--- src/hdl/bsvl_pkg.sv ---
package bsvl_pkg;

	// ------------------------------------------------------------
	// clock and timing
	// ------------------------------------------------------------
	localparam int CLK_HZ = 20000000;
	localparam int OSC_FREE_HZ = 300000;
	localparam int PG_GOOD_US = 1000;
	localparam int PG_BAD_US = 500;
	localparam int OFF_DLY_US = 30;
	localparam int HARD_HOLD_US = 500;
	localparam int CYC_PER_US = CLK_HZ / 1000000;
	// longest-time figures round down; least-time figures round up
	localparam int OSC_PERIOD_CYC = CLK_HZ / OSC_FREE_HZ;
	localparam int PG_GOOD_CYC = PG_GOOD_US * CYC_PER_US;
	localparam int PG_BAD_CYC = PG_BAD_US * CYC_PER_US;
	localparam int OFF_DLY_CYC = OFF_DLY_US * CYC_PER_US;
	localparam int HARD_HOLD_CYC = HARD_HOLD_US * CYC_PER_US;
	localparam int CNT_W = 16;
	// synchroniser reset: select lines and both enable levels idle high,
	// so no false enable edge and no decoded setpoint follow reset
	localparam logic [13:0] SYNC_IDLE = 14'h007f;

	// ------------------------------------------------------------
	// select code decoding, setpoint in 10 mV units
	// ------------------------------------------------------------
	localparam logic [4:0] SHUTDOWN_CODE = 5'h1f;
	localparam logic [8:0] SP_LO_BASE = 9'h082;
	localparam logic [8:0] SP_LO_STEP = 9'h005;
	localparam logic [8:0] SP_HI_BASE = 9'h0d2;
	localparam logic [8:0] SP_HI_STEP = 9'h00a;

	// ------------------------------------------------------------
	// register map
	// ------------------------------------------------------------
	localparam logic [3:0] REG_CTRL = 4'h0;
	localparam logic [3:0] REG_STATUS = 4'h4;
	localparam logic [3:0] REG_SETPOINT = 4'h8;
	localparam logic CTRL_RUN_RST = 1'b1;
	localparam int ST_PG = 0;
	localparam int ST_FAULT = 1;
	localparam int ST_OFF = 2;
	localparam int ST_OTEMP = 3;
	localparam int ST_ILIM = 4;
	localparam int ST_SOFT = 5;
	localparam int ST_HARD = 6;
	localparam int ST_VID = 8;
	localparam logic [1:0] RESP_OKAY = 2'h0;
	localparam logic [1:0] RESP_DECERR = 2'h3;

	typedef enum logic [4:0] {
		BSVL_OFF = 5'h01,
		BSVL_SOFT = 5'h02,
		BSVL_RUN = 5'h04,
		BSVL_HARD = 5'h08,
		BSVL_FAULT = 5'h10
	} bsvl_state_t;

endpackage : bsvl_pkg

--- src/hdl/bsvl_top.sv ---
// Chosen here: the AXI4-Lite interface to the registers and the placing of the registers.
`timescale 1ns/1ps

// Behaviour
// - lower gate low while upper high or disabled
// - soft-start: lower held until first upper pulse
// - upper gate low while lower high or disabled
// - overcurrent during upper on enters current limit
// - moderate overload slowly discharges soft-start ramp
// - hard limit forces ramp low, then restarts
// - over 113 percent: fault low, gates off
// - fault latched until power or enable toggle
// - enable low releases fault output
// - power-good rises after 1ms in window
// - power-good falls after 500us out of window
// - enable low holds power-good low
// - 97/103/113 percent window drives outputs
// - all select bits high means shutdown
// - top bit 0: 1.30 to 2.05 V
// - top bit 1: 2.1 to 3.5 V, 11111 off
// - enable below overtemp level disables gates
// - enable low over 30us enters shutdown
// - oscillator locks to faster clock on enable
// - free-running oscillator at 300kHz
// - undervoltage override off during soft-start
module bsvl_top import bsvl_pkg::*; #(
	parameter int PG_GOOD_CYCLES = PG_GOOD_CYC,
	parameter int PG_BAD_CYCLES = PG_BAD_CYC,
	parameter int HARD_HOLD_CYCLES = HARD_HOLD_CYC
) (
	input wire logic core_clk,
	input wire logic rst,
	input wire logic volt_select_bit0,
	input wire logic volt_select_bit1,
	input wire logic volt_select_bit2,
	input wire logic volt_select_bit3,
	input wire logic volt_select_bit4,
	input wire logic output_enable_in,
	input wire logic enable_above_off_cmp,
	input wire logic below_97_cmp,
	input wire logic above_103_cmp,
	input wire logic above_113_cmp,
	input wire logic switch_node_current_sense,
	input wire logic hard_limit_cmp,
	input wire logic soft_start_done_cmp,
	input wire logic pwm_demand_cmp,
	output logic upper_gate_drive,
	output logic lower_gate_drive,
	output logic fault_out,
	output logic fault_oe_n,
	output logic power_good_out,
	output logic power_good_oe_n,
	output logic ss_discharge_slow,
	output logic ss_force_low,
	output logic min_override_en,
	output logic shutdown_out,
	output logic [8:0] setpoint_code,
	input wire logic [3:0] s_axi_awaddr,
	input wire logic s_axi_awvalid,
	output logic s_axi_awready,
	input wire logic [31:0] s_axi_wdata,
	input wire logic [3:0] s_axi_wstrb,
	input wire logic s_axi_wvalid,
	output logic s_axi_wready,
	output logic [1:0] s_axi_bresp,
	output logic s_axi_bvalid,
	input wire logic s_axi_bready,
	input wire logic [3:0] s_axi_araddr,
	input wire logic s_axi_arvalid,
	output logic s_axi_arready,
	output logic [31:0] s_axi_rdata,
	output logic [1:0] s_axi_rresp,
	output logic s_axi_rvalid,
	input wire logic s_axi_rready
);

	// ------------------------------------------------------------
	// helpers
	// ------------------------------------------------------------
	function automatic logic [8:0] decode_setpoint(input logic [4:0] code);
		logic [8:0] steps;
		steps = {5'h00, ~code[3:0]};
		if (code == SHUTDOWN_CODE) begin
			decode_setpoint = 9'h000;
		end else if (!code[4]) begin
			decode_setpoint = SP_LO_BASE + 9'(steps * SP_LO_STEP);
		end else begin
			// upper range starts at 11110, one code below all ones
			decode_setpoint = SP_HI_BASE
				+ 9'((steps - 9'h001) * SP_HI_STEP);
		end
	endfunction : decode_setpoint

	function automatic logic [CNT_W-1:0] sat_inc(input logic [CNT_W-1:0] v);
		sat_inc = (&v) ? v : v + 16'h0001;
	endfunction : sat_inc

	// ------------------------------------------------------------
	// input synchronisers
	// ------------------------------------------------------------
	localparam int NSYNC = 14;
	logic [NSYNC-1:0] raw_in;
	logic [NSYNC-1:0] sync1_q;
	logic [NSYNC-1:0] sync2_q;
	assign raw_in = {pwm_demand_cmp, soft_start_done_cmp, hard_limit_cmp,
		switch_node_current_sense, above_113_cmp, above_103_cmp,
		below_97_cmp, enable_above_off_cmp, output_enable_in,
		volt_select_bit4, volt_select_bit3, volt_select_bit2,
		volt_select_bit1, volt_select_bit0};

	always_ff @(posedge core_clk or posedge rst) begin
		if (rst) begin
			sync1_q <= SYNC_IDLE;
			sync2_q <= SYNC_IDLE;
		end else begin
			sync1_q <= raw_in;
			sync2_q <= sync1_q;
		end
	end

	logic [4:0] vid_s;
	logic en_s, en_off_s, low_s, high_s, ovp_s, ilim_s, hard_s;
	logic ssdone_s, pwm_s;
	assign vid_s = sync2_q[4:0];
	assign en_s = sync2_q[5];
	assign en_off_s = sync2_q[6];
	assign low_s = sync2_q[7];
	assign high_s = sync2_q[8];
	assign ovp_s = sync2_q[9];
	assign ilim_s = sync2_q[10];
	assign hard_s = sync2_q[11];
	assign ssdone_s = sync2_q[12];
	assign pwm_s = sync2_q[13];

	// ------------------------------------------------------------
	// state and counter registers; run_en_q, setpoint_q and the status bits are seen by software
	// ------------------------------------------------------------
	logic run_en_q;
	logic [8:0] setpoint_q;
	logic en_prev_q;
	logic [CNT_W-1:0] phase_q;
	logic [CNT_W-1:0] en_low_q;
	logic [CNT_W-1:0] off_cnt_q;
	logic [CNT_W-1:0] good_cnt_q;
	logic [CNT_W-1:0] bad_cnt_q;
	logic [CNT_W-1:0] hold_cnt_q;
	logic fault_q, pg_q, off_q, otemp_q, first_hi_q, ilim_q;
	logic upper_q, lower_q, slow_q;
	logic [1:0] up_age_q;
	bsvl_state_t state_q;

	// ------------------------------------------------------------
	// oscillator, sync and enable monitoring
	// ------------------------------------------------------------
	logic en_rise, period_end;
	assign en_rise = en_s && !en_prev_q;
	assign period_end = (phase_q == 16'(OSC_PERIOD_CYC - 1));

	always_ff @(posedge core_clk or posedge rst) begin
		if (rst) begin
			en_prev_q <= 1'b1;
			phase_q <= '0;
		end else begin
			en_prev_q <= en_s;
			if (en_rise || period_end) begin
				phase_q <= '0;
			end else begin
				phase_q <= phase_q + 16'h0001;
			end
		end
	end

	// a sync clock's low phase is shorter than one free period, so it
	// is not mistaken for an overtemperature drop
	always_ff @(posedge core_clk or posedge rst) begin
		if (rst) begin
			en_low_q <= '0;
			otemp_q <= 1'b0;
		end else begin
			en_low_q <= en_s ? '0 : sat_inc(en_low_q);
			otemp_q <= !en_s && (en_low_q >= 16'(OSC_PERIOD_CYC - 1));
		end
	end

	always_ff @(posedge core_clk or posedge rst) begin
		if (rst) begin
			off_cnt_q <= '0;
			off_q <= 1'b1;
		end else begin
			off_cnt_q <= en_off_s ? '0 : sat_inc(off_cnt_q);
			off_q <= (vid_s == SHUTDOWN_CODE)
				|| (off_cnt_q >= 16'(OFF_DLY_CYC));
		end
	end

	always_ff @(posedge core_clk or posedge rst) begin
		if (rst) begin
			setpoint_q <= 9'h000;
		end else begin
			setpoint_q <= decode_setpoint(vid_s);
		end
	end

	// ------------------------------------------------------------
	// overvoltage fault and power-good
	// ------------------------------------------------------------
	always_ff @(posedge core_clk or posedge rst) begin
		if (rst) begin
			fault_q <= 1'b0;
		end else if (en_s && ovp_s) begin
			fault_q <= 1'b1;
		end else if (!en_s) begin
			fault_q <= 1'b0;
		end
	end

	logic in_window;
	assign in_window = !low_s && !high_s && !ovp_s;

	always_ff @(posedge core_clk or posedge rst) begin
		if (rst) begin
			good_cnt_q <= '0;
			bad_cnt_q <= '0;
			pg_q <= 1'b0;
		end else if (!en_s) begin
			good_cnt_q <= '0;
			bad_cnt_q <= '0;
			pg_q <= 1'b0;
		end else begin
			good_cnt_q <= in_window ? sat_inc(good_cnt_q) : '0;
			bad_cnt_q <= in_window ? '0 : sat_inc(bad_cnt_q);
			if (good_cnt_q >= 16'(PG_GOOD_CYCLES)) begin
				pg_q <= 1'b1;
			end else if (bad_cnt_q >= 16'(PG_BAD_CYCLES)) begin
				pg_q <= 1'b0;
			end
		end
	end

	// ------------------------------------------------------------
	// soft-start and current limit sequencing
	// ------------------------------------------------------------
	logic disabled, upper_fall, sample_ok;
	assign disabled = off_q || fault_q || otemp_q || !run_en_q;
	// the current comparator is read just before each upper turn-off set by PWM demand or period end
	assign upper_fall = upper_q && (!pwm_s || period_end);
	// the comparator path lags the pin by two cycles; a shorter pulse
	// would report the off-time reading, so it leaves the latch alone
	assign sample_ok = upper_fall && (up_age_q >= 2'h2);

	always_ff @(posedge core_clk or posedge rst) begin
		if (rst) begin
			state_q <= BSVL_OFF;
			hold_cnt_q <= '0;
		end else begin
			case (state_q)
			BSVL_OFF: begin
				if (!disabled) begin
					state_q <= BSVL_SOFT;
				end
			end
			BSVL_SOFT, BSVL_RUN: begin
				if (fault_q) begin
					state_q <= BSVL_FAULT;
				end else if (disabled) begin
					state_q <= BSVL_OFF;
				end else if (sample_ok && ilim_s && hard_s) begin
					state_q <= BSVL_HARD;
					hold_cnt_q <= '0;
				end else if (state_q == BSVL_SOFT && ssdone_s) begin
					state_q <= BSVL_RUN;
				end
			end
			BSVL_HARD: begin
				hold_cnt_q <= sat_inc(hold_cnt_q);
				if (fault_q) begin
					state_q <= BSVL_FAULT;
				end else if (hold_cnt_q >= 16'(HARD_HOLD_CYCLES - 1)) begin
					state_q <= BSVL_OFF;
				end
			end
			BSVL_FAULT: begin
				if (!fault_q) begin
					state_q <= BSVL_OFF;
				end
			end
			default: begin
				state_q <= BSVL_OFF;
			end
			endcase
		end
	end

	always_ff @(posedge core_clk or posedge rst) begin
		if (rst) begin
			ilim_q <= 1'b0;
			slow_q <= 1'b0;
		end else if (sample_ok) begin
			ilim_q <= ilim_s;
			slow_q <= ilim_s && !hard_s;
		end else if (state_q == BSVL_OFF) begin
			ilim_q <= 1'b0;
			slow_q <= 1'b0;
		end
	end

	// ------------------------------------------------------------
	// gate drives
	// ------------------------------------------------------------
	logic active, want_up;
	assign active = (state_q == BSVL_SOFT || state_q == BSVL_RUN) && !disabled;
	// a forced turn-off every period keeps the current sample alive
	assign want_up = active && pwm_s && !period_end;

	always_ff @(posedge core_clk or posedge rst) begin
		if (rst) begin
			upper_q <= 1'b0;
			lower_q <= 1'b0;
			up_age_q <= 2'h0;
			first_hi_q <= 1'b0;
		end else begin
			if (!upper_q) begin
				up_age_q <= 2'h0;
			end else if (up_age_q != 2'h3) begin
				up_age_q <= up_age_q + 2'h1;
			end
			upper_q <= want_up && !lower_q;
			lower_q <= active && !want_up && !upper_q
				&& first_hi_q;
			if (state_q != BSVL_SOFT && state_q != BSVL_RUN) begin
				first_hi_q <= 1'b0;
			end else if (upper_q) begin
				first_hi_q <= 1'b1;
			end
		end
	end

	assign upper_gate_drive = upper_q;
	assign lower_gate_drive = lower_q;
	assign fault_out = 1'b0;
	assign fault_oe_n = !(fault_q && en_s);
	assign power_good_out = 1'b0;
	assign power_good_oe_n = pg_q;
	assign ss_discharge_slow = slow_q;
	assign ss_force_low = (state_q == BSVL_HARD) || (state_q == BSVL_OFF);
	assign min_override_en = (state_q == BSVL_RUN);
	assign shutdown_out = off_q;
	assign setpoint_code = setpoint_q;

	// ------------------------------------------------------------
	// axi4-lite slave
	// ------------------------------------------------------------
	logic aw_have_q, w_have_q;
	logic [3:0] aw_addr_q;
	logic [31:0] w_data_q;
	logic w_strb0_q;
	assign s_axi_awready = !aw_have_q && !s_axi_bvalid;
	assign s_axi_wready = !w_have_q && !s_axi_bvalid;

	always_ff @(posedge core_clk or posedge rst) begin
		if (rst) begin
			aw_have_q <= 1'b0;
			w_have_q <= 1'b0;
			aw_addr_q <= 4'h0;
			w_data_q <= 32'h0000_0000;
			w_strb0_q <= 1'b0;
			s_axi_bvalid <= 1'b0;
			s_axi_bresp <= RESP_OKAY;
			run_en_q <= CTRL_RUN_RST;
		end else begin
			if (s_axi_awvalid && s_axi_awready) begin
				aw_have_q <= 1'b1;
				aw_addr_q <= s_axi_awaddr;
			end
			if (s_axi_wvalid && s_axi_wready) begin
				w_have_q <= 1'b1;
				w_data_q <= s_axi_wdata;
				w_strb0_q <= s_axi_wstrb[0];
			end
			if (aw_have_q && w_have_q) begin
				aw_have_q <= 1'b0;
				w_have_q <= 1'b0;
				s_axi_bvalid <= 1'b1;
				if (aw_addr_q == REG_CTRL) begin
					s_axi_bresp <= RESP_OKAY;
					if (w_strb0_q) begin
						run_en_q <= w_data_q[0];
					end
				end else if (aw_addr_q == REG_STATUS || aw_addr_q == REG_SETPOINT) begin
					s_axi_bresp <= RESP_OKAY;
				end else begin
					s_axi_bresp <= RESP_DECERR;
				end
			end else if (s_axi_bvalid && s_axi_bready) begin
				s_axi_bvalid <= 1'b0;
			end
		end
	end

	logic [31:0] status_word;
	assign status_word = {19'h00000, vid_s, 1'b0, state_q == BSVL_HARD,
		state_q == BSVL_SOFT, ilim_q, otemp_q, off_q, fault_q, pg_q};
	assign s_axi_arready = !s_axi_rvalid;

	always_ff @(posedge core_clk or posedge rst) begin
		if (rst) begin
			s_axi_rvalid <= 1'b0;
			s_axi_rdata <= 32'h0000_0000;
			s_axi_rresp <= RESP_OKAY;
		end else if (s_axi_arvalid && s_axi_arready) begin
			s_axi_rvalid <= 1'b1;
			s_axi_rresp <= RESP_OKAY;
			case (s_axi_araddr)
			REG_CTRL: s_axi_rdata <= {31'h0000_0000, run_en_q};
			REG_STATUS: s_axi_rdata <= status_word;
			REG_SETPOINT: s_axi_rdata <= {23'h000000, setpoint_q};
			default: begin
				s_axi_rdata <= 32'h0000_0000;
				s_axi_rresp <= RESP_DECERR;
			end
			endcase
		end else if (s_axi_rvalid && s_axi_rready) begin
			s_axi_rvalid <= 1'b0;
		end
	end
endmodule : bsvl_top
--- config.mk ---
export PLATFORM = sky130hd
export DESIGN_NAME = bsvl_top
export DESIGN_NICKNAME = d
export VERILOG_FILES = /design/src/hdl/bsvl_pkg.sv /design/src/hdl/bsvl_top.sv
export SDC_FILE = /design/constraint.sdc
export NUM_CORES = 1
export LEC_CHECK = 0
export BUFFER_PORTS_ARGS = -buffer_cell sky130_fd_sc_hd__clkbuf_2
export CELL_PAD_IN_SITES_DETAIL_PLACEMENT = 2
export CELL_PAD_IN_SITES_GLOBAL_PLACEMENT = 2
export CORE_UTILIZATION = 33
export CTS_CLUSTER_SIZE = 14
export DETAILED_ROUTE_END_ITERATION = 10
export HOLD_SLACK_MARGIN = 0.15
export PLACE_DENSITY = 0.73
export SLEW_MARGIN = 20
export SYNTH_ARGS = -nofsm -noshare
export SYNTH_HDL_FRONTEND = slang
export SYNTH_SLANG_ARGS = --single-unit
--- constraint.sdc ---
create_clock -name core_clk -period 14.71 [get_ports core_clk]
set_clock_uncertainty 0.15 [all_clocks]
set_input_delay 0.7355 -clock core_clk [delete_from_list [all_inputs] [get_ports core_clk]]
set_output_delay 0.7355 -clock core_clk [all_outputs]
set_load 0.01 [all_outputs]
Word-level counts from Yosys, hierarchy flattened
Index checks and enable logic that the tools add are counted.
W data, S select, Z words.
{ "word_totals": {"register_bits": 197, "inputBits": 65, "word_cells": 205} }
{ "op_classes": {"add_sub_neg": 10, "mul": 2, "magnitude_cmp": 6, "n_eq_ne": 29, "n_mux": 51, "n_bitwise": 1, "reduce_logical": 74} }
{ "ops": {"columns": ["op", "n"], "rows": [
  ["$mux W16", 15],
  ["$add A16 B1 Y16 const B", 6],
  ["$reduce_and A16 Y1", 5],
  ["$mux W5", 8],
  ["$pmux W13 S3", 1],
  ["$ge A16 B14 Y1 const B", 2],
  ["$pmux W16 S2", 1],
  ["$logic_and A1 B1 Y1", 28],
  ["$pmux W5 S4", 1],
  ["$logic_not A1 Y1", 18],
  ["$mux W1", 18],
  ["$mux W9", 2],
  ["$ne A2 B2 Y1 const B", 9],
  ["$eq A16 B7 Y1 const B", 1],
  ["$ge A16 B10 Y1 const B", 1],
  ["$ge A16 B15 Y1 const B", 1],
  ["$ge A16 B7 Y1 const B", 1],
  ["$reduce_bool A2 Y1", 7],
  ["$eq A5 B5 Y1 const B", 2],
  ["$mux W2", 5],
  ["$add A8 B7 Y9 const A", 1],
  ["$add A8 B9 Y9 const A", 1],
  ["$logic_or A1 B1 Y1", 9],
  ["$mul A9 B3 Y8 const B", 1],
  ["24 further kinds", 29]
]} }

Depth between registers and ports, before layout
Gate-level depths: netlist of the first run.
{ "logic_depth": {"word_depth": 11, "ltp_mapped": 12, "ltp_nobuf": 11} }

Worst setup path before layout of the first run
Ideal clock, no wire load.
{ "synth_path": {"path_kind": "reg2reg", "startpoint": "register sync2_q[0]", "endpoint": "register setpoint_q[8], in the netlist setpoint_code[8]", "setup_time_ns": 0.132, "arrival_ns": 2.584, "required_ns": 14.428, "slack_ns": 11.845, "stages_incl_launch_ff": 13, "path_buffers": 1, "period_less_slack_ns": 2.865, "path_cell_list": "dfstp_2 > clkbuf_1 > nand3_1 > xnor2_1 > ha_1 > ha_1 > inv_1 > fa_1 > xnor2_1 > nor2_1 > a31oi_1 > o311ai_0 > nor3_1"} }
{ "synth_between": {"elab_chain_cells": 6} }
{ "synth_rtl": {"columns": ["item", "line_no", "rtl"], "rows": [
  ["start, declared", "bsvl_top.sv:104", "logic [NSYNC-1:0] sync2_q;"],
  ["start signal, assigned", "bsvl_top.sv:117", "sync2_q <= sync1_q;"],
  ["$not A4 Y4", "bsvl_top.sv:82", "steps = {5'h00, ~code[3:0]};"],
  ["$sub A4 B1 Y5", "bsvl_top.sv:90", "+ 9'((steps - 9'h001) * SP_HI_STEP);"],
  ["$mul A9 B3 Y8", "bsvl_top.sv:90", null],
  ["$add A8 B9 Y9", "bsvl_top.sv:90", null],
  ["$mux W9", "bsvl_top.sv:85", "end else if (!code[4]) begin"],
  ["$mux W9 (*)", "bsvl_top.sv:83", "if (code == SHUTDOWN_CODE) begin"],
  ["end signal, assigned", "bsvl_top.sv:200", "setpoint_q <= decode_setpoint(vid_s);"],
  ["end, declared", "bsvl_top.sv:139", "logic [8:0] setpoint_q;"]
]} }
Mark *: on every way between the ends. The rest lies on a longest branch, timed or not.
A chain may end at the register's enable or synchronous reset.

Worst setup path in the final report of the first run
Ends and elaborated chain as after synthesis.

==> impl_metrics.toml, run 1 <==
[yosys]
synth-edff-count = 0
synth-xor-area-share_pct = 6.447
synth_top_flop_cell = "dfrtp_1"
syn_avg_cell_area_um2 = 9.888
yosys.area_share.simple_pct = 19.98
synth_area_um2 = 8830
synth_warnings = 0
synth_fa_ha_area_share_pct = 4.478
seq_area_frac_synth_pct = 50.13
ys_ff_latch = 176
muxShareOfSynthArea_pct = 1.488
synthDistinctLibCells = 71
synth_cells = 893
synth-compound-area-share_pct = 12.41
synth_top_family_by_area = "simple AND/OR/NAND/NOR gates"
async_flop_share_pct = 100.0

[global_route]
grt_pass1_vias = 7543
grt_pass1_wl_mm = 39.81
grt_overflow = 0
gr-usage-all-layers_pct = 18.71
antenna_found_initial = 0
grt_max_degree = 101

[setup_path]
reg2regPathDepth = 10
critical_path.startpoint = "sync2_q[0]"
path_cells = "ha_1 > nand3_1 > inv_1 > ha_1 > ha_1 > a21o_1 > a21oi_1 > xnor2_1 > o311a_1 > nor3_1"
critPathSlowestCell = "dfstp_2"
critPathMaxStageDelay_ns = 0.66
cp-start-kind = "flop"
reg2reg_to = "setpoint_code[8]"
cp-end-kind = "flop"
r2r-start = "sync2_q[0]"
crit_arrival_ns = 3.52
reg2reg_slack_ns = 11.39
critPathKind = "flop to flop"
path_max_fanout = 9
cpMostUsedCell = "ha_1"
cp.required_ns = 14.91

[pwr]
p_comb_share_pct = 12.7
cellPowerDensity_nw_per_um2 = 115.8
switchingPower_uw = 341.0
leakage_nw = 4.494
p_int_uw = 824.5
power_frac_clock_pct = 39.5
p_total_mw = 1.165
switching_share_pct = 29.26
p_seq_share_pct = 47.8
vdd_drop_max_mv = 0.06798

[place]
place.gp.congestion = 0.7382
dp_hpwl_mm = 16.42
portBuffers = 69
placed_cell_area_um2 = 9454

[clock_tree]
numCtsBuffers = 17
cts_repair_resize_count = 0
cts_sinks = 176
tritoncts = "done"
cts_setup_buffers = 0
htree_levels = 4
cts_hold_buf = 0
insertion_delay_ns = 0.44
clockRootBuffer = "clkbuf_16"
cts_buffer_depth = 2
clk_pin_slew_ns = 0.07

[cells_and_area]
final_area_um2 = 10070
drive_gt1_share_pct = 15.24
nFillCells = 2839
layout_common_cells = "dfrtp_1 (158), nor2_1 (97), nand2_1 (70), clkbuf_2 (69), nand3_1 (49)"
final_common_cell = "dfrtp_1"
antenna_cells = 0
post-route-util_pct = 38.53
final_nets = 1054
area_delta_synth_final_pct = 14.03

[die]
die-area_um2 = 27420
core_area_um2 = 26130
ios = 125
start_util_pct = 33.79
num_rows = 59
fp.dieH_um = 165.6
die_x_um = 165.6

[detailed_routing]
routed-via-count = 6904
route.detailed.drc = 8
via_per_inst = 5.286
detail-route-antenna-nets = 0
drt-initial-drc-count = 151
dr.pass1.iters = 7
routedWlPerCell_um = 18.00
wl_mm = 23.51

[hold_path]
min_to = "sync2_q[11]"
hp-start = "sync1_q[11]"
hp-class = "flop to flop"
hold_depth = 0

[timing]
finalCriticalPeriod_ns = 3.319
finalSetupViolations = 0
worst_pin_slew_ns = 0.9123
hold_violations = 0
hold_ws_ns = 0.2012
min_period_over_period_pct = 22.56
fmax_ghz = 0.3013
tns_ns = 0
maxSlewViolCount = 0
slew-limit-headroom_pct = 38.67
rsz0062_at_grt = "no"

[run_status]
violations = "design-rule violations"
status = "finished with violations"

[run]
max-cap-violations = 0
[cell type report]
type,count,area (µm²),share of cell area (%)
Clock buffer,17,425.4,4.225
Timing Repair Buffer,76,410.4,4.076
Clock inverter,15,168.9,1.678
Inverter,42,165.2,1.640
Multi-Input combinational cell,645,4053,40.25
Sequential cell,176,4427,43.97
Tap cell,335,419.2,4.163
[kinds of logic after synthesis]
group                    count (synthesis)
flip-flops                             176
AO/OA/AOI/OAI                          166
XOR/XNOR                                65
adder cells (fa/ha/maj)                 31
multiplexers                            12
AND/OR/NAND/NOR                        350
other                                    1
buffers and inverters                   92
[cell usage after synthesis, types with 23 or more instances]
cell type | count | area [µm²]
clkbuf_1 | 23 | 86.33
nand3_1 | 49 | 245.2
ha_1 | 30 | 375.4
a21oi_1 | 40 | 200.2
xor2_1 | 31 | 271.5
nor2_1 | 97 | 364.1
inv_1 | 42 | 157.7
o21ai_0 | 37 | 185.2
dfrtp_1 | 158 | 3954
and3_1 | 25 | 156.4
xnor2_1 | 34 | 297.8
nand2_1 | 70 | 262.8
buf_4 | 23 | 172.7
[stage by stage]
| stage | cells | worst slack (ns) |
|---|---|---|
| finish | 1306 | 11.39 |
| global route | 1306 | 11.17 |
| CTS | 1305 | 11.38 |
| detailed placement | 1273 | 11.45 |
| global placement | 1273 | 11.47 |
| floorplan | 913 | 9.081 |
[worst max path at each step]
| stage | to | slack, ns |
|---|---|---|
| floorplan | aw_addr_q[0] | 9.08 |
| global placement | hold_cnt_q[1] | 11.47 |
| detailed placement | hold_cnt_q[9] | 11.45 |
| CTS | setpoint_code[8] | 11.38 |
| global route | setpoint_code[7] | 11.17 |
| finish | setpoint_code[8] | 11.39 |
[power by group through the flow]
stage / clock network [mW] / logic, mW / registers (mW)
after floorplan: 0 / 0.104 / 0.555
after global placement: 0 / 0.144 / 0.565
after detailed placement: 0 / 0.149 / 0.567
after CTS: 0.477 / 0.151 / 0.558
after global routing: 0.492 / 0.168 / 0.563
final: 0.460 / 0.148 / 0.557
[flip-flops by register name, indices dropped and copies added, names as in the netlist, 2 cells and up]
| register | count |
|---|---|
| aw_addr_q | 4 |
| bad_cnt_q | 16 |
| en_low_q | 16 |
| good_cnt_q | 16 |
| hold_cnt_q | 16 |
| off_cnt_q | 16 |
| phase_q | 16 |
| s_axi_rdata | 13 |
| setpoint_code | 9 |
| state_q | 5 |
| sync1_q | 14 |
| sync2_q | 14 |
| up_age_q | 2 |
[critical path, delay by kind of cell, from the launching register on]
family	cells	cell delay (ns)
fa+ha+maj	3	0.87
compound gates	3	0.76
flops	1	0.66
simple gates	2	0.43
buf+inv	1	0.20
xor+xnor	1	0.16
[routing by layer]
layer | up-vias | part of all wire, % | global-route usage (%)
met4 | 0 | 1.7 | 5.661
met5 | - | 0 | 0
met2 | 61 | 51 | 32.29
li1 | 3262 | - | -
met1 | 3561 | 45 | 23.70
met3 | 20 | 2.2 | 3.297
(Power assumes the default switching activity.)
==> run 2: changes to the inputs <==
--- a/config.mk
+++ b/config.mk
@@ -5,14 +5,15 @@
 export SDC_FILE = /design/constraint.sdc
 export NUM_CORES = 1
 export LEC_CHECK = 0
+export ABC_AREA = 1
 export BUFFER_PORTS_ARGS = -buffer_cell sky130_fd_sc_hd__clkbuf_2
 export CELL_PAD_IN_SITES_DETAIL_PLACEMENT = 2
 export CELL_PAD_IN_SITES_GLOBAL_PLACEMENT = 2
-export CORE_UTILIZATION = 33
+export CORE_UTILIZATION = 31
 export CTS_CLUSTER_SIZE = 14
 export DETAILED_ROUTE_END_ITERATION = 10
 export HOLD_SLACK_MARGIN = 0.15
-export PLACE_DENSITY = 0.73
+export PLACE_DENSITY = 0.75
 export SLEW_MARGIN = 20
 export SYNTH_ARGS = -nofsm -noshare
 export SYNTH_HDL_FRONTEND = slang
==> constraint.sdc (replaced) <==
create_clock -name core_clk -period 2.7 [get_ports core_clk]
set_clock_uncertainty 0.15 [all_clocks]
set_input_delay 0.135 -clock core_clk [delete_from_list [all_inputs] [get_ports core_clk]]
set_output_delay 0.135 -clock core_clk [all_outputs]
set_load 0.01 [all_outputs]
==> impl_metrics.toml, run 2 <==
[die]
ios = 125
fp.dieH_um = 174.3
num_rows = 62
start_util_pct = 31.82
die_x_um = 174.3
die-area_um2 = 30390
core_area_um2 = 28940

[global_route]
gr-usage-all-layers_pct = 19.39
grt_overflow = 0
grt_max_degree = 100
grt_pass1_vias = 8926
antenna_found_initial = 0
grt_pass1_wl_mm = 46.64

[yosys]
synth_top_cell_by_area = "dfrtp_1"
synth_top_flop_cell = "dfrtp_1"
synth.most_common_cell = "nand2_1"
yosysTopAreaCellShare_pct = 42.95
ys_ff_latch = 176
synth_warnings = 0
seq_area_frac_synth_pct = 48.08
synth_cells = 1086
synthDistinctLibCells = 56
yosys-top-cells-count = "nand2_1 (196), inv_1 (163), dfrtp_1 (158)"
synth-edff-count = 0
synth_area_leaders = "dfrtp_1 (43%), nand2_1 (8.0%), inv_1 (6.6%)"
syn_avg_cell_area_um2 = 8.477
synth_area_um2 = 9206
async_flop_share_pct = 100.0

[cells_and_area]
multi_input_area_um2 = 4140
final_common_cell = "nand2_1"
drive_gt1_share_pct = 18.50
layout_common_cells = "nand2_1 (193), inv_1 (158), dfrtp_1 (158), nor2_1 (99), clkbuf_2 (69)"
nFillCells = 3244
antenna_cells = 0
area_delta_synth_final_pct = 22.15
ff_latch_area_um2 = 4427
final_nets = 1321
post-route-util_pct = 38.87
final_cells = 1622

[detailed_routing]
routedWlPerCell_um = 17.40
via_per_inst = 4.872
dr.pass1.iters = 4
wl_mm = 28.23
drt-initial-drc-count = 304
routed-via-count = 7903
route.detailed.drc = 0
detail-route-antenna-nets = 0

[pwr]
vdd_drop_max_mv = 0.4491
cellPowerDensity_nw_per_um2 = 603.8
leakage_nw = 5.212
p_total_mw = 6.791

[timing]
finalCriticalPeriod_ns = 2.747
maxSlewViolCount = 0
hold_ws_ns = 0.1757
min_period_over_period_pct = 101.8
hold_violations = 0
worst_pin_slew_ns = 0.5759
rsz0062_at_grt = "yes"
setup_ws_ns = -0.04728
slew-limit-headroom_pct = 61.61
finalSetupViolations = 1
fmax_ghz = 0.3640

[setup_path]
crit_arrival_ns = 2.98
path_max_fanout = 3
critPathKind = "flop to flop"
r2r-start = "sync2_q[1]"
reg2regPathDepth = 11
cp.required_ns = 2.93
cp-end-kind = "flop"
critical_path.startpoint = "sync2_q[1]"
cp-start-kind = "flop"

[clock_tree]
cts_buffer_depth = 2
clockRootBuffer = "clkbuf_16"
clk_pin_slew_ns = 0.07
htree_levels = 4
cts_sinks = 176
insertion_delay_ns = 0.45
tritoncts = "done"
numCtsBuffers = 17

[run_status]
status = "finished with violations"
violations = "negative setup slack"

[hold_path]
hp-class = "input port to flop"
hp-start = "volt_select_bit3"
hold_depth = 2

[place]
dp.cells = 1546
dp_hpwl_mm = 19.40
portBuffers = 69
place.gp.congestion = 0.7562
place_ws_ns = -0.2029

[run]
max-cap-violations = 0
-- run 2: report_power, final --
group	internal, mW	total [mW]	switching [mW]
Sequential	2.85	3.02	0.175
Combinational	0.467	1.21	0.742
Clock	1.32	2.56	1.24
-- run 2: logic make-up (layout without fill, tap and decap cells) --
kind of cell / count (synthesis) / after routing / synth area share, %
XOR/XNOR: 17 / 17 / 1.617
other: 1 / 21 / 0.04073
multiplexers: 4 / 4 / 0.4757
flip-flops: 176 / 176 / 48.08
buffers and inverters: 201 / 333 / 9.405
AO/OA/AOI/OAI: 177 / 177 / 11.54
AND/OR/NAND/NOR: 479 / 479 / 24.54
adder cells (fa/ha/maj): 31 / 31 / 4.295
-- run 2: repair_timing --
| action | 4_1_cts | 5_1_grt |
|---|---|---|
| gates resized for setup | 13 | 18 |
| buffers inserted | 0 | 1 |
| endpoints found under the setup margin | 3 | 16 |
| hold buffers | 43 | 0 |
| endpoints found under the hold margin | 213 | 0 |
| pin swaps | 6 | 12 |
-- run 2: stage by stage --
step / cell area, µm² / setup TNS [ns]
final: 11250 / -0.04728
after CTS: 11130 / 0
after global routing: 11250 / -0.3693
after global placement: 10080 / -0.02971
after detailed placement: 10080 / -0.5019
after floorplan: 9308 / 0
-- run 2: area by class of cell --
type | instances | area share (%)
well taps | 384 | 4.272
multi-input cells | 729 | 36.82
flip-flops and latches | 176 | 39.36
clock inverters | 15 | 1.513
clock buffers | 17 | 3.783
repair buffers | 134 | 8.623
inverters | 167 | 5.630
-- run 2: final timing paths --
| path | endpoint | slack, ns |
|---|---|---|
| max | setpoint_code[8] | -0.05 |
| min | sync1_q[3] | 0.18 |
| max reg2reg | setpoint_code[8] | -0.05 |
| min reg2reg | sync2_q[7] | 0.20 |
| max in group asynchronous | phase_q[13] | 1.69 |
| min in group asynchronous | off_cnt_q[13] | 0.21 |
-- run 2: worst max-delay path, stage by stage (launching register included) --
cell and delay [ns]:
dfstp_2 0.59, nand3_2 0.13, xor2_2 0.17, ha_1 0.33, ha_4 0.18, inv_2 0.05, fa_2 0.43, inv_2 0.10
nand2_1 0.09, and2_4 0.16, a21o_1 0.18, a21oi_2 0.13
-- run 2: layer usage --
layer	track usage (%)	vias up	routed length (µm)
li1	-	3799	-
met1	23.45	3973	12330
met4	6.287	0	543
met5	0	-	0
met3	3.084	47	532
met2	34.88	84	14820
==> run 3: changes to the inputs <==
--- a/config.mk
+++ b/config.mk
@@ -14,6 +14,7 @@
 export DETAILED_ROUTE_END_ITERATION = 10
 export HOLD_SLACK_MARGIN = 0.15
 export PLACE_DENSITY = 0.75
+export RECOVER_POWER = 50
 export SLEW_MARGIN = 20
 export SYNTH_ARGS = -nofsm -noshare
 export SYNTH_HDL_FRONTEND = slang
==> impl_metrics.toml, run 3 (same netlist as run 2, synthesis figures left out) <==
[run_status]
status = "finished with violations"
violations = "negative setup slack"

[setup_path]
reg2reg_slack_ns = -0.05
path_max_fanout = 3
critPathMaxStageDelay_ns = 0.59
critPathSlowestCell = "dfstp_2"
r2r-start = "sync2_q[1]"
cpMostUsedCell = "inv_2"
cp.required_ns = 2.93
cp-end-kind = "flop"
crit_arrival_ns = 2.98
reg2reg_to = "setpoint_code[8]"
crit_end = "setpoint_code[8]"
reg2regPathDepth = 11
critical_path.startpoint = "sync2_q[1]"
cp-start-kind = "flop"
critPathKind = "flop to flop"
path_cells = "nand3_2 > xor2_2 > ha_1 > ha_4 > inv_2 > fa_2 > inv_2 > nand2_1 > and2_4 > a21o_1 > a21oi_2"

[detailed_routing]
routed-via-count = 7922
route.detailed.drc = 0
routedWlPerCell_um = 17.40
drt-initial-drc-count = 315
dr.pass1.iters = 4
wl_mm = 28.23
via_per_inst = 4.884
detail-route-antenna-nets = 0

[timing]
worst_pin_slew_ns = 1.482
fmax_ghz = 0.3638
min_period_over_period_pct = 101.8
finalSetupViolations = 1
rsz0062_at_grt = "yes"
slew-limit-headroom_pct = 1.180
hold_violations = 0
setup_ws_ns = -0.04864
finalCriticalPeriod_ns = 2.749
maxSlewViolCount = 0

[die]
fp.dieH_um = 174.3
start_util_pct = 31.82
ios = 125
num_rows = 62
core_area_um2 = 28940
die-area_um2 = 30390
die_x_um = 174.3

[cells_and_area]
ff_latch_area_um2 = 4427
area_delta_synth_final_pct = 21.74
antenna_cells = 0
nFillCells = 3250
final_cells = 1622
final_common_cell = "nand2_1"
drive_gt1_share_pct = 18.34
final_nets = 1321
multi_input_area_um2 = 4140
layout_common_cells = "nand2_1 (193), inv_1 (158), dfrtp_1 (158), nor2_1 (99), clkbuf_2 (70)"
final_area_um2 = 11210

[place]
portBuffers = 69
dp.cells = 1546
placed_cell_area_um2 = 10080
place.gp.congestion = 0.7562
dp_hpwl_mm = 19.40

[global_route]
grt_pass1_wl_mm = 46.64
grt_pass1_vias = 8926
grt_max_degree = 100
antenna_found_initial = 0
gr-usage-all-layers_pct = 19.39
grt_overflow = 0

[run]
max-cap-violations = 0

[clock_tree]
clk_pin_slew_ns = 0.07
numCtsBuffers = 17
htree_levels = 4
insertion_delay_ns = 0.45
clockRootBuffer = "clkbuf_16"
tritoncts = "done"
cts_sinks = 176
cts_buffer_depth = 2

[pwr]
leakage_nw = 5.194
p_seq_share_pct = 44.5
switching_share_pct = 31.72
p_comb_share_pct = 17.7
vdd_drop_max_mv = 0.4494
cellPowerDensity_nw_per_um2 = 605.1
power_frac_clock_pct = 37.7
switchingPower_mw = 2.151
p_int_mw = 4.631

[hold_path]
hp-class = "input port to flop"
hold_depth = 2
==> run 3: worst min path at each step <==
stage / startpoint / endpoint
after CTS: enable_above_off_cmp / sync1_q[6]
after detailed placement: volt_select_bit2 / sync1_q[2]
after global placement: volt_select_bit1 / sync1_q[1]
after global routing: volt_select_bit0 / sync1_q[0]
after floorplan: volt_select_bit0 / sync1_q[0]
final: volt_select_bit3 / sync1_q[3]
==> run 3: cell type report <==
type | instances | area share [%]
repair buffers | 134 | 8.339
clock buffers | 17 | 3.796
multi-input cells | 729 | 36.94
well taps | 384 | 4.287
flip-flops and latches | 176 | 39.50
inverters | 167 | 5.626
clock inverters | 15 | 1.518
==> run 3: power groups by stage <==
stage	sequential (mW)	clock, mW	combinational, mW
6_report	3.02	2.56	1.20
4_1_cts	3.01	2.64	1.16
3_3_place_gp	3.05	0	0.959
3_5_place_dp	3.06	0	1.02
5_1_grt	3.04	2.73	1.34
2_1_floorplan	3.03	0	0.688
==> run 3: metrics by stage <==
step           setup WS, ns  hold WS [ns]  utilization [%]  power [mW]  TNS (ns)
2_1_floorplan      0.002087      -0.01052                -       3.721         0
3_3_place_gp       -0.02971       0.07237            34.83       4.007  -0.02971
3_5_place_dp        -0.2029       0.07404            34.83       4.077   -0.5019
4_1_cts           0.0004179        0.1523            38.46       6.811         0
5_1_grt             -0.1430        0.1575            38.74       7.117   -0.3693
6_report           -0.04864        0.1755            38.74       6.782  -0.04864
==> run 3: metal layers <==
layer / vias to the layer above / share of wire, % / wire length, µm / track usage [%]
met3: 47 / 1.9 / 523 / 3.084
li1: 3797 / - / - / -
met1: 3996 / 44 / 12330 / 23.45
met2: 82 / 53 / 14830 / 34.88
met4: 0 / 1.9 / 546 / 6.287
met5: - / 0 / 0 / 0
==> run 3: repair_timing <==
| action | 4_1_cts | 5_1_grt |
|---|---|---|
| pin swaps | 6 | 12 |
| endpoints found under the hold margin | 213 | 0 |
| hold buffers | 43 | 0 |
| endpoints found under the setup margin | 3 | 16 |
| resized for setup | 13 | 18 |
| buffers inserted | 0 | 1 |
==> run 3: critical path, delay by kind of cell, from the launching register on <==
kind / cells / cell delay [ns]
DFF: 1 / 0.59
adders and majority gates: 3 / 0.94
buffers and inverters: 2 / 0.15
and+or+nand+nor: 3 / 0.38
xor gates and xnor gates: 1 / 0.17
AOI/OAI and AO/OA: 2 / 0.31
